`config.mk`:
```
export PLATFORM = sky130hd
export DESIGN_NAME = oscts_top
export DESIGN_NICKNAME = d
export VERILOG_FILES = /design/src/hdl/oscts_pin_edge.sv /design/src/hdl/oscts_top.sv
export SDC_FILE = /design/constraint.sdc
export NUM_CORES = 1
export LEC_CHECK = 0
export ABC_AREA = 0
export BUFFER_PORTS_ARGS = -buffer_cell sky130_fd_sc_hd__buf_2
export CAP_MARGIN = 20
export CORE_MARGIN = 1.5
export CORE_UTILIZATION = 40
export CTS_CLUSTER_SIZE = 25
export DETAILED_ROUTE_END_ITERATION = 10
export MAX_ROUTING_LAYER = met4
export PLACE_DENSITY = 0.58
export SKIP_LAST_GASP = 1
export SYNTH_ARGS = -nofsm -noshare
export SYNTH_HDL_FRONTEND = slang
export SYNTH_SLANG_ARGS = --single-unit
```
`constraint.sdc`:
```
create_clock -name CLK -period 8.2 [get_ports CLK]
set_input_delay 0.82 -clock CLK [delete_from_list [all_inputs] [get_ports CLK]]
set_output_delay 0.82 -clock CLK [all_outputs]
set_load 0.005 [all_outputs]
```
`src/hdl/oscts_pin_edge.sv`:
```
// oscillator/time stamp support package plus the pin edge detector.
// assumes pins arrive already muxed and are asynchronous to CLK.
`timescale 1ns/1ps

package oscts_pkg;
  localparam int ADDR_W = 6;
  // register byte offsets
  localparam logic [5:0] REG_CLK_CTRL = 6'h00;
  localparam logic [5:0] REG_LF_TRIM = 6'h04;
  localparam logic [5:0] REG_HF_CTRL = 6'h08;
  localparam logic [5:0] REG_STAMP_CTRL = 6'h0C;
  localparam logic [5:0] REG_STAMP_COUNT = 6'h10;
  localparam logic [5:0] REG_SLOT_DELTA = 6'h14;
  localparam logic [5:0] REG_HF_COUNT = 6'h18;
  localparam logic [5:0] REG_STATUS = 6'h1C;
  localparam logic [5:0] REG_PIN_CFG = 6'h20;
  // clock control fields
  localparam int CC_RATE = 0;
  localparam int CC_FAST_EN = 1;
  localparam int CC_SLOW_EN = 2;
  localparam int CC_SRC_LO = 4;
  localparam int CC_ALT_LO = 8;
  localparam int CC_CAL_EN = 12;
  localparam int CC_RUN = 16;
  // trim fields
  localparam int TR_SLOW_LO = 0;
  localparam int TR_FAST_LO = 16;
  localparam int HF_TRIM_LO = 0;
  localparam int HF_START = 16;
  // stamp control fields
  localparam int ST_ARM = 0;
  localparam int ST_PERSIST = 1;
  localparam int ST_INV = 2;
  localparam int ST_PIN_LO = 4;
  // clock source choices
  localparam logic [1:0] SRC_INT = 2'h0;
  localparam logic [1:0] SRC_EXT_LF = 2'h1;
  localparam logic [1:0] SRC_EXT_HF = 2'h2;
  localparam logic [1:0] SRC_EXT_ALL = 2'h3;
  // timing
  localparam int CLK_HZ = 25000000;
  localparam int CLK_NS = 40;
  localparam int FAST_LF_HZ = 1000000;
  localparam int SLOW_LF_HZ = 32000;
  localparam logic [9:0] FAST_DIV = 10'(CLK_HZ / FAST_LF_HZ);
  localparam logic [9:0] SLOW_DIV = 10'(CLK_HZ / SLOW_LF_HZ);
  localparam logic [9:0] FAST_TRIM_CTR = 10'h008;
  localparam logic [9:0] SLOW_TRIM_CTR = 10'h010;
  localparam logic [9:0] EXT_DIV_FAST = 10'd32;
  localparam logic [9:0] EXT_DIV_SLOW = 10'd1000;
  localparam logic [7:0] CAL_WIN_FAST = 8'd128;
  localparam logic [7:0] CAL_WIN_SLOW = 8'd4;
  localparam int HF_STAB_NS = 10000;
  localparam logic [8:0] HF_STAB_CYC = 9'((HF_STAB_NS + CLK_NS - 1) / CLK_NS);
  localparam int STAMP_W = 24;
  localparam int HFCNT_W = 16;
  localparam int SLOT_W = 16;
  // hf calibration sequence
  typedef enum logic [2:0] {
    CAL_IDLE = 3'b000,
    CAL_WARM = 3'b001,
    CAL_ALIGN = 3'b010,
    CAL_COUNT = 3'b011,
    CAL_DONE = 3'b100
  } oscts_cal_t;
endpackage

//////////////////////////////////////////////////////////////////////////////

module oscts_pin_edge (
  input wire logic clk, // system clock
  input wire logic rstn, // async reset, active low
  input wire logic pin, // raw pin level
  input wire logic invert, // 1 = falling edge counts
  output logic edge_pulse // one-cycle pulse per active edge
);
  typedef struct packed {
    logic s1;
    logic s2;
    logic prev;
    logic edge_p;
  } oscts_edge_st_t;

  oscts_edge_st_t s_q, s_d;

  // two-flop synchroniser; only s2 feeds the edge compare
  always_comb begin
    s_d = s_q;
    s_d.s1 = pin;
    s_d.s2 = s_q.s1;
    s_d.prev = s_q.s2;
    s_d.edge_p = (s_q.s2 ^ invert) & ~(s_q.prev ^ invert);
  end

  always_ff @(posedge clk or negedge rstn) begin
    if (!rstn) begin
      s_q <= '0;
    end else begin
      s_q <= s_d;
    end
  end

  assign edge_pulse = s_q.edge_p;
endmodule

```
`src/hdl/oscts_top.sv`:
```
// clock source select, lf divider, time stamp and hf calibration control.
// assumes an avalon-mm master with waitrequest, gpio pins asynchronous,
// and WAKE_ACTIVE / SLOTS_ACTIVE / NEXT_SLOT_CYCLES from the slot sequencer.
`timescale 1ns/1ps

// Notes on behaviour
// rate select 0 picks the 32 kHz base, 1 picks 1 MHz.
// each internal lf oscillator ticks only while its own enable is 1.
// 6-bit trim field adjusts the 32 kHz oscillator period.
// 10-bit trim field adjusts the 1 MHz oscillator period.
// source field: 0 internal, 1 ext lf, 2 ext hf, 3 both from ext 32 MHz.
// source 3 divides the external clock by 32 or 1000 per rate select.
// external clocks enter only on a pin configured as input and selected.
// internal hf powers only during wake-up, active time slots or hf calibration.
// hf tick drives the fast sequencer, lf tick the slow one.
// external 32 MHz source must run continuously while operating.
// armed capture stamps on the next active edge of the chosen pin.
// arm bit clears after each capture unless persist is set.
// lf cycle count between two captured triggers is readable.
// capture also latches lf cycles to next slot start, valid in go.
// trigger is rising edge by default, falling edge when inverted.
// calibration logic is frozen until calibration clock enable is 1.
// stamp counting needs only the lf oscillator, any run mode.
// hf cal start powers hf, waits stable, counts over 128 or 4 lf.
// final count is loaded, then the start bit clears.
// after calibration hf powers down unless slots are active.
// the lf time base, internal or external, is the calibration window reference.
// host trims lf from stamp counts first, then hf from its count.
// stamp pin passes a two-stage synchroniser before edge detection.
module oscts_top
  import oscts_pkg::*;
(
  input wire logic CLK, // 25 MHz system clock
  input wire logic RSTN, // async reset, active low
  input wire logic [5:0] AVS_ADDRESS, // byte address
  input wire logic AVS_READ, // read request
  input wire logic AVS_WRITE, // write request
  input wire logic [31:0] AVS_WRITEDATA, // write data
  input wire logic [3:0] AVS_BYTEENABLE, // byte lanes
  output logic [31:0] AVS_READDATA, // read data
  output logic AVS_WAITREQUEST, // stall
  input wire logic [3:0] GPIO_IN, // gpio pin levels
  input wire logic WAKE_ACTIVE, // slow sequencer in wake-up
  input wire logic SLOTS_ACTIVE, // time slots running
  input wire logic [15:0] NEXT_SLOT_CYCLES, // lf cycles to next slot
  output logic LF_TICK, // lf time base pulse
  output logic HF_TICK, // hf time base pulse
  output logic FAST_LF_OSC_ON, // 1 MHz oscillator enable
  output logic SLOW_LF_OSC_ON, // 32 kHz oscillator enable
  output logic [5:0] SLOW_LF_TRIM, // 32 kHz trim
  output logic [9:0] FAST_LF_TRIM, // 1 MHz trim
  output logic [9:0] HF_TRIM, // 32 MHz trim
  output logic HF_OSC_POWER, // internal hf power
  output logic [3:0] PIN_INPUT_EN, // gpio input enables
  output logic RUN_MODE // 1 = go, 0 = standby
);
  typedef struct packed {
    logic lf_rate_select;
    logic fast_lf_osc_enable;
    logic slow_lf_osc_enable;
    logic [1:0] clock_source_select;
    logic [1:0] alternate_clock_pin_select;
    logic calibration_clock_enable;
    logic run_mode_select;
    logic [3:0] pin_direction_config;
    logic [5:0] slow_lf_trim;
    logic [9:0] fast_lf_trim;
    logic [9:0] hf_trim;
    logic hf_cal_start;
    logic stamp_capture_arm;
    logic stamp_capture_persist;
    logic stamp_edge_invert;
    logic [1:0] stamp_pin_select;
    logic [STAMP_W-1:0] stamp_interval_count;
    logic [SLOT_W-1:0] cycles_to_next_slot;
    logic [HFCNT_W-1:0] hf_cal_count;
    logic [STAMP_W-1:0] live_cnt;
    logic [9:0] osc_div;
    logic [9:0] ext_div;
    logic lf_tick;
    logic hf_tick;
    logic hf_pwr;
    oscts_cal_t cal_state;
    logic [8:0] stab_cnt;
    logic [7:0] win_cnt;
    logic [HFCNT_W-1:0] hf_run_cnt;
    logic [31:0] rdata;
    logic waitreq;
  } oscts_st_t;

  oscts_st_t s_q, s_d;
  logic alt_edge_raw, stamp_edge_raw;
  logic alt_ok, stamp_ok, alt_edge, stamp_edge;
  logic ext_hf, osc_on, capture, bus_wr, bus_rd_phase;
  logic [9:0] osc_period, ext_div_n;
  logic [7:0] win_target;
  logic [31:0] wmask, rd_mux;

  //////////////////////////////////////////////////////////////////////////
  // pin edge detectors; the mux sits ahead of the synchroniser, so changing
  // a pin select can fake one edge - change selects while idle

  oscts_pin_edge u_alt_edge (
    .clk(CLK),
    .rstn(RSTN),
    .pin(GPIO_IN[s_q.alternate_clock_pin_select]),
    .invert(1'b0),
    .edge_pulse(alt_edge_raw)
  );

  oscts_pin_edge u_stamp_edge (
    .clk(CLK),
    .rstn(RSTN),
    .pin(GPIO_IN[s_q.stamp_pin_select]),
    .invert(s_q.stamp_edge_invert),
    .edge_pulse(stamp_edge_raw)
  );

  //////////////////////////////////////////////////////////////////////////
  // helper terms
  always_comb begin
    alt_ok = s_q.pin_direction_config[s_q.alternate_clock_pin_select];
    alt_edge = alt_edge_raw & alt_ok;
    stamp_ok = s_q.pin_direction_config[s_q.stamp_pin_select];
    stamp_edge = stamp_edge_raw & stamp_ok;
    ext_hf = s_q.clock_source_select[1];
    // each rate only runs off its own enable
    osc_on = s_q.lf_rate_select ? s_q.fast_lf_osc_enable
                                : s_q.slow_lf_osc_enable;
    // trim shifts the period around its centre value
    osc_period = s_q.lf_rate_select
      ? FAST_DIV + {6'h0, s_q.fast_lf_trim[9:6]} - FAST_TRIM_CTR
      : SLOW_DIV + {5'h0, s_q.slow_lf_trim[5:1]} - SLOW_TRIM_CTR;
    ext_div_n = s_q.lf_rate_select ? EXT_DIV_FAST : EXT_DIV_SLOW;
    win_target = s_q.lf_rate_select ? CAL_WIN_FAST : CAL_WIN_SLOW;
    capture = s_q.calibration_clock_enable & s_q.stamp_capture_arm & stamp_edge;
    bus_rd_phase = (AVS_READ | AVS_WRITE) & s_q.waitreq;
    bus_wr = AVS_WRITE & ~s_q.waitreq;
    wmask = {{8{AVS_BYTEENABLE[3]}}, {8{AVS_BYTEENABLE[2]}},
             {8{AVS_BYTEENABLE[1]}}, {8{AVS_BYTEENABLE[0]}}};
  end

  // read mux; reserved bits read zero
  always_comb begin
    rd_mux = 32'h0000_0000;
    case (AVS_ADDRESS)
      REG_CLK_CTRL: begin
        rd_mux[CC_RATE] = s_q.lf_rate_select;
        rd_mux[CC_FAST_EN] = s_q.fast_lf_osc_enable;
        rd_mux[CC_SLOW_EN] = s_q.slow_lf_osc_enable;
        rd_mux[CC_SRC_LO +: 2] = s_q.clock_source_select;
        rd_mux[CC_ALT_LO +: 2] = s_q.alternate_clock_pin_select;
        rd_mux[CC_CAL_EN] = s_q.calibration_clock_enable;
        rd_mux[CC_RUN] = s_q.run_mode_select;
      end
      REG_LF_TRIM: begin
        rd_mux[TR_SLOW_LO +: 6] = s_q.slow_lf_trim;
        rd_mux[TR_FAST_LO +: 10] = s_q.fast_lf_trim;
      end
      REG_HF_CTRL: begin
        rd_mux[HF_TRIM_LO +: 10] = s_q.hf_trim;
        rd_mux[HF_START] = s_q.hf_cal_start;
      end
      REG_STAMP_CTRL: begin
        rd_mux[ST_ARM] = s_q.stamp_capture_arm;
        rd_mux[ST_PERSIST] = s_q.stamp_capture_persist;
        rd_mux[ST_INV] = s_q.stamp_edge_invert;
        rd_mux[ST_PIN_LO +: 2] = s_q.stamp_pin_select;
      end
      REG_STAMP_COUNT: rd_mux[STAMP_W-1:0] = s_q.stamp_interval_count;
      REG_SLOT_DELTA: rd_mux[SLOT_W-1:0] = s_q.cycles_to_next_slot;
      REG_HF_COUNT: rd_mux[HFCNT_W-1:0] = s_q.hf_cal_count;
      REG_STATUS: rd_mux[4:0] = {s_q.cal_state, s_q.hf_pwr, osc_on};
      REG_PIN_CFG: rd_mux[3:0] = s_q.pin_direction_config;
      default: rd_mux = 32'h0000_0000;
    endcase
  end

  //////////////////////////////////////////////////////////////////////////
  // next-state logic: time bases, stamp, calibration, then bus writes
  // (bus writes come last so a software set wins over a hardware clear)
  always_comb begin
    s_d = s_q;
    // lf time base
    s_d.lf_tick = 1'b0;
    case (s_q.clock_source_select)
      SRC_EXT_LF: s_d.lf_tick = alt_edge;
      SRC_EXT_ALL: begin
        if (alt_edge) begin
          if (s_q.ext_div >= ext_div_n - 10'd1) begin
            s_d.ext_div = 10'd0;
            s_d.lf_tick = 1'b1;
          end else begin
            s_d.ext_div = s_q.ext_div + 10'd1;
          end
        end
      end
      default: begin
        if (osc_on) begin
          if (s_q.osc_div >= osc_period - 10'd1) begin
            s_d.osc_div = 10'd0;
            s_d.lf_tick = 1'b1;
          end else begin
            s_d.osc_div = s_q.osc_div + 10'd1;
          end
        end else begin
          s_d.osc_div = 10'd0;
        end
      end
    endcase
    // hf time base: external edges or internal oscillator while powered
    s_d.hf_tick = ext_hf ? alt_edge : s_q.hf_pwr;
    s_d.hf_pwr = ~ext_hf & (WAKE_ACTIVE | SLOTS_ACTIVE
                 | (s_q.cal_state != CAL_IDLE && s_q.cal_state != CAL_DONE));
    // time stamp; frozen while the calibration clock is gated
    if (s_q.calibration_clock_enable) begin
      if (s_q.lf_tick) begin
        s_d.live_cnt = s_q.live_cnt + 1'b1;
      end
      if (capture) begin
        s_d.stamp_interval_count = s_q.live_cnt;
        // a tick in the capture cycle opens the next interval, so none is lost
        s_d.live_cnt = STAMP_W'(s_q.lf_tick);
        s_d.cycles_to_next_slot = s_q.run_mode_select ? NEXT_SLOT_CYCLES : '0;
        if (!s_q.stamp_capture_persist) begin
          s_d.stamp_capture_arm = 1'b0;
        end
      end
      // hf calibration sequence
      case (s_q.cal_state)
        CAL_IDLE: begin
          if (s_q.hf_cal_start) begin
            s_d.cal_state = CAL_WARM;
            s_d.stab_cnt = '0;
          end
        end
        CAL_WARM: begin
          // external hf needs no settling time
          if (ext_hf || s_q.stab_cnt >= HF_STAB_CYC - 9'd1) begin
            s_d.cal_state = CAL_ALIGN;
          end else begin
            s_d.stab_cnt = s_q.stab_cnt + 9'd1;
          end
        end
        CAL_ALIGN: begin
          if (s_q.lf_tick) begin
            s_d.cal_state = CAL_COUNT;
            s_d.win_cnt = '0;
            s_d.hf_run_cnt = '0;
          end
        end
        CAL_COUNT: begin
          if (s_q.hf_tick) begin
            s_d.hf_run_cnt = s_q.hf_run_cnt + 1'b1;
          end
          if (s_q.lf_tick) begin
            s_d.win_cnt = s_q.win_cnt + 8'd1;
            if (s_q.win_cnt == win_target - 8'd1) begin
              // include the hf tick of the closing cycle in the window
              s_d.hf_cal_count = s_q.hf_run_cnt + HFCNT_W'(s_q.hf_tick);
              s_d.cal_state = CAL_DONE;
            end
          end
        end
        CAL_DONE: begin
          s_d.hf_cal_start = 1'b0;
          s_d.cal_state = CAL_IDLE;
        end
        default: s_d.cal_state = CAL_IDLE;
      endcase
    end
    // avalon slave: one wait cycle, read data latched at the release edge, write taken one edge later
    s_d.waitreq = 1'b1;
    if (bus_rd_phase) begin
      s_d.waitreq = 1'b0;
      s_d.rdata = rd_mux;
    end
    if (bus_wr) begin
      case (AVS_ADDRESS)
        REG_CLK_CTRL: begin
          {s_d.run_mode_select, s_d.calibration_clock_enable,
           s_d.alternate_clock_pin_select, s_d.clock_source_select,
           s_d.slow_lf_osc_enable, s_d.fast_lf_osc_enable, s_d.lf_rate_select} =
            {AVS_BYTEENABLE[2] ? AVS_WRITEDATA[CC_RUN] : s_q.run_mode_select,
             AVS_BYTEENABLE[1] ? AVS_WRITEDATA[CC_CAL_EN] : s_q.calibration_clock_enable,
             AVS_BYTEENABLE[1] ? AVS_WRITEDATA[CC_ALT_LO +: 2] : s_q.alternate_clock_pin_select,
             AVS_BYTEENABLE[0] ? AVS_WRITEDATA[CC_SRC_LO +: 2] : s_q.clock_source_select,
             AVS_BYTEENABLE[0] ? AVS_WRITEDATA[CC_SLOW_EN] : s_q.slow_lf_osc_enable,
             AVS_BYTEENABLE[0] ? AVS_WRITEDATA[CC_FAST_EN] : s_q.fast_lf_osc_enable,
             AVS_BYTEENABLE[0] ? AVS_WRITEDATA[CC_RATE] : s_q.lf_rate_select};
        end
        REG_LF_TRIM: begin
          s_d.slow_lf_trim = (s_q.slow_lf_trim & ~wmask[TR_SLOW_LO +: 6])
                           | (AVS_WRITEDATA[TR_SLOW_LO +: 6] & wmask[TR_SLOW_LO +: 6]);
          s_d.fast_lf_trim = (s_q.fast_lf_trim & ~wmask[TR_FAST_LO +: 10])
                           | (AVS_WRITEDATA[TR_FAST_LO +: 10] & wmask[TR_FAST_LO +: 10]);
        end
        REG_HF_CTRL: begin
          s_d.hf_trim = (s_q.hf_trim & ~wmask[HF_TRIM_LO +: 10])
                      | (AVS_WRITEDATA[HF_TRIM_LO +: 10] & wmask[HF_TRIM_LO +: 10]);
          if (AVS_BYTEENABLE[2]) begin
            s_d.hf_cal_start = AVS_WRITEDATA[HF_START];
          end
        end
        REG_STAMP_CTRL: begin
          if (AVS_BYTEENABLE[0]) begin
            s_d.stamp_capture_arm = AVS_WRITEDATA[ST_ARM];
            s_d.stamp_capture_persist = AVS_WRITEDATA[ST_PERSIST];
            s_d.stamp_edge_invert = AVS_WRITEDATA[ST_INV];
            s_d.stamp_pin_select = AVS_WRITEDATA[ST_PIN_LO +: 2];
          end
        end
        REG_PIN_CFG: begin
          if (AVS_BYTEENABLE[0]) begin
            s_d.pin_direction_config = AVS_WRITEDATA[3:0];
          end
        end
        default: s_d.waitreq = 1'b1; // read-only or unmapped: ignored
      endcase
    end
  end

  always_ff @(posedge CLK or negedge RSTN) begin
    if (!RSTN) begin
      s_q <= '0;
      s_q.waitreq <= 1'b1;
    end else begin
      s_q <= s_d;
    end
  end

  //////////////////////////////////////////////////////////////////////////
  // outputs, all straight from state flops
  assign AVS_READDATA = s_q.rdata;
  assign AVS_WAITREQUEST = s_q.waitreq;
  assign LF_TICK = s_q.lf_tick;
  assign HF_TICK = s_q.hf_tick;
  assign FAST_LF_OSC_ON = s_q.fast_lf_osc_enable;
  assign SLOW_LF_OSC_ON = s_q.slow_lf_osc_enable;
  assign SLOW_LF_TRIM = s_q.slow_lf_trim;
  assign FAST_LF_TRIM = s_q.fast_lf_trim;
  assign HF_TRIM = s_q.hf_trim;
  assign HF_OSC_POWER = s_q.hf_pwr;
  assign PIN_INPUT_EN = s_q.pin_direction_config;
  assign RUN_MODE = s_q.run_mode_select;
endmodule

```
==> impl_metrics.tcl <==
set metrics [dict create \
    yosys_register_bits 219 \
    synth.most_common_cell "dfrtp_1" \
    instances_no_fill 1617 \
    critPathArrivalTime_ps 4710 \
    dieArea_um2 29600 \
    routabilityCongestion 0.865 \
    setup_tns_ps 0 \
    cts_max_level 1 \
    async_flop_share_pct 100 \
    core_area_um2 27900 \
    drtIter0Drc 700 \
    fin_util_pct 45.6 \
    portBuffers 119 \
    hp-class "in2async" \
    clockBufferDepth 3 \
    critical-path-max-stage-delay_ps 790 \
    dr.pass1.iters 7 \
    die-width_um 172 \
    globalRouteMet2Util_pct 30.5 \
    use_met1_pct 27.9 \
    busiest_layer "met2" \
    maxSlewHeadroom_pct 33.0 \
    fin_nets 1320 \
    vias 8645 \
    row_count 61 \
    hold_viol 0 \
    final_antenna_net_count 0 \
    worst_pin_slew_ps 1000 \
    yosysWarnings 0 \
    fin_hold_ws_ps 263 \
    peakVddDrop_v 0.000133 \
    fin_worst_skew_ps 29.2 \
    start_util_pct 40.9 \
    synthCells 1175 \
    synth_common_cells "dfrtp_1 (218), nand2_1 (202), o21ai_0 (83)" \
    ys_seq_area_share_pct 47.9 \
    track_usage_pct 20.2 \
    clkTransAtPathRegs_ps 60 \
    period_needed_ps 4230 \
    status "completed" \
    routed_wl_um 28700 \
    fmax_mhz 236 \
    cts_hold_buf 0 \
    multi_input_area_um2 5250 \
    placed_cells 1572 \
    worst-path-buf-inv 1 \
    yosys.area.top_type_share_pct 47.7 \
    syn_area_per_cell_um2 9.73 \
    ios 137 \
    grt-ovfl-total 0 \
    worstSetupEndpointType "flip-flop" \
    area_delta_synth_final_pct 11.3 \
    wl_per_cell_um 17.7 \
    cts_buffers 25 \
    grt_pass1_vias 8255 \
    path_delay_family "compound AO/OA/AOI/OAI gates" \
    synth_cell_types 64 \
    antenna_found_initial 3 \
    synth_edf_count 0 \
    power-per-cell-area_nw_per_um2 183 \
    yosys.area.top_type "dfrtp_1" \
    grt_pass1_wl_um 45500 \
    cts_tree "done" \
    final-setup-viol-count 0 \
    grt_setup_unrepaired "false" \
    vias_per_cell 5.35 \
    clock_latency_ps 540 \
    cts.sinks 219 \
    dp_hpwl_um 20300 \
    fillers 2728 \
    root_buffer "clkbuf_16" \
    timing.final.crit_share_pct 51.6 \
    synth_flop_cell "dfrtp_1" \
    cts_resized 0 \
    crit_path_start_kind "flip-flop" \
    slowest_stage "dfrtp_1" \
    met3_usage_pct 3.41 \
    crit_path_max_fanout 16 \
    worstPathRequired_ps 8680 \
    die_height_um 172 \
    maxCapViolCount 0 \
    postCtsSetupRepairBufs 0 \
    final_layout_size_suffix_gt1_share_pct 18.9 \
    ys_top_cells_by_area "dfrtp_1 (48%), nand2_1 (6.6%), mux2_2 (4.9%)" \
    drc 0 \
    grt_start_max_net_pins 80 \
    leakagePower_nw 6.10 \
    seqCellArea_um2 5480 \
    cp_cell_sequence "clkinv_1, mux2i_1, nand3_1, nor2_1, a21oi_1, ha_1, a21oi_1, nor2_1, a2111oi_0, o211ai_1, nor3_1, a211o_1" \
    path_class "reg2reg" \
    power_mw 2.33 \
    drv_slew 0 \
    synthesis.area_um2 11400 \
]
path summary, 6_finish.rpt:
| kind | end | cells past startpoint | startpoint | slack, ps |
|---|---|---|---|---|
| max | s_q[85] | 12 | s_q[216] | 3970 |
| min | s_q[52] | 1 | RSTN | 260 |
| max reg2reg | s_q[85] | 12 | s_q[216] | 3970 |
| min reg2reg | u_stamp_edge.s_d[1] | 0 | u_stamp_edge.s_d[2] | 350 |
| max in group asynchronous | s_q[131] | 2 | RSTN | 6590 |
| min in group CLK | u_stamp_edge.s_d[1] | 0 | u_stamp_edge.s_d[2] | 350 |
metrics by stage:
step | instance area [um^2] | setup slack [ps]
2_1_floorplan | 11500 | 4970
3_3_place_gp | 12000 | 4170
3_5_place_dp | 12000 | 4000
4_1_cts | 12700 | 3960
5_1_grt | 12700 | 3550
6_report | 12700 | 3970
power breakdown:
part	leakage (nW)	internal (mW)	switching (mW)
logic	2.79	0.0554	0.0848
clock network	0.376	0.606	0.445
registers	2.93	1.10	0.0340
placed cells by master (no fill, tap or decap), types with 13 or more instances in the layout:
cell type  Yosys  layout
nand2_1      202     202
dfrtp_1      218     218
nor2b_1       13      13
inv_1         16      16
nand4_1       16      16
nand3_1       57      57
a22oi_1       23      23
mux2_2        50      50
a22o_1        26      26
or3_1         14      14
o21ai_0       83      83
nor3_1        20      19
nor2_1        74      74
and3_1        31      30
xnor2_1       26      26
a21oi_1       26      26
mux2i_1       15      15
xor2_1        27      27
ha_1          30      30
buf_2          7     118
clkbuf_16      0      25
logic make-up after synthesis:
| group | after synthesis | share of synthesized area, % |
|---|---|---|
| other | 1 | 0.0328 |
| multiplexers | 72 | 7.68 |
| adder cells (fa/ha/maj) | 30 | 3.28 |
| buffers and inverters | 133 | 6.54 |
| flip-flops | 219 | 47.9 |
| AND/OR/NAND/NOR | 462 | 18.8 |
| AO/OA/AOI/OAI | 205 | 11.6 |
| XOR/XNOR | 53 | 4.06 |
layer usage:
layer | vias to the layer above | part of all wire (%)
li1 | 4161 | -
met1 | 4196 | 47
met2 | 243 | 45
met3 | 45 | 5.9
met4 | 0 | 2.8
met5 | - | 0
final cells by class:
cell class | count | share of cell area [%]
multi-input cells | 828 | 41.2
inverters | 17 | 0.501
diodes | 2 | 0.0393
well taps | 378 | 3.71
clock buffers | 33 | 5.31
flip-flops and latches | 219 | 43.0
repair buffers | 131 | 5.62
clock inverters | 9 | 0.580
Note: power is estimated with default switching activity, not from simulation.
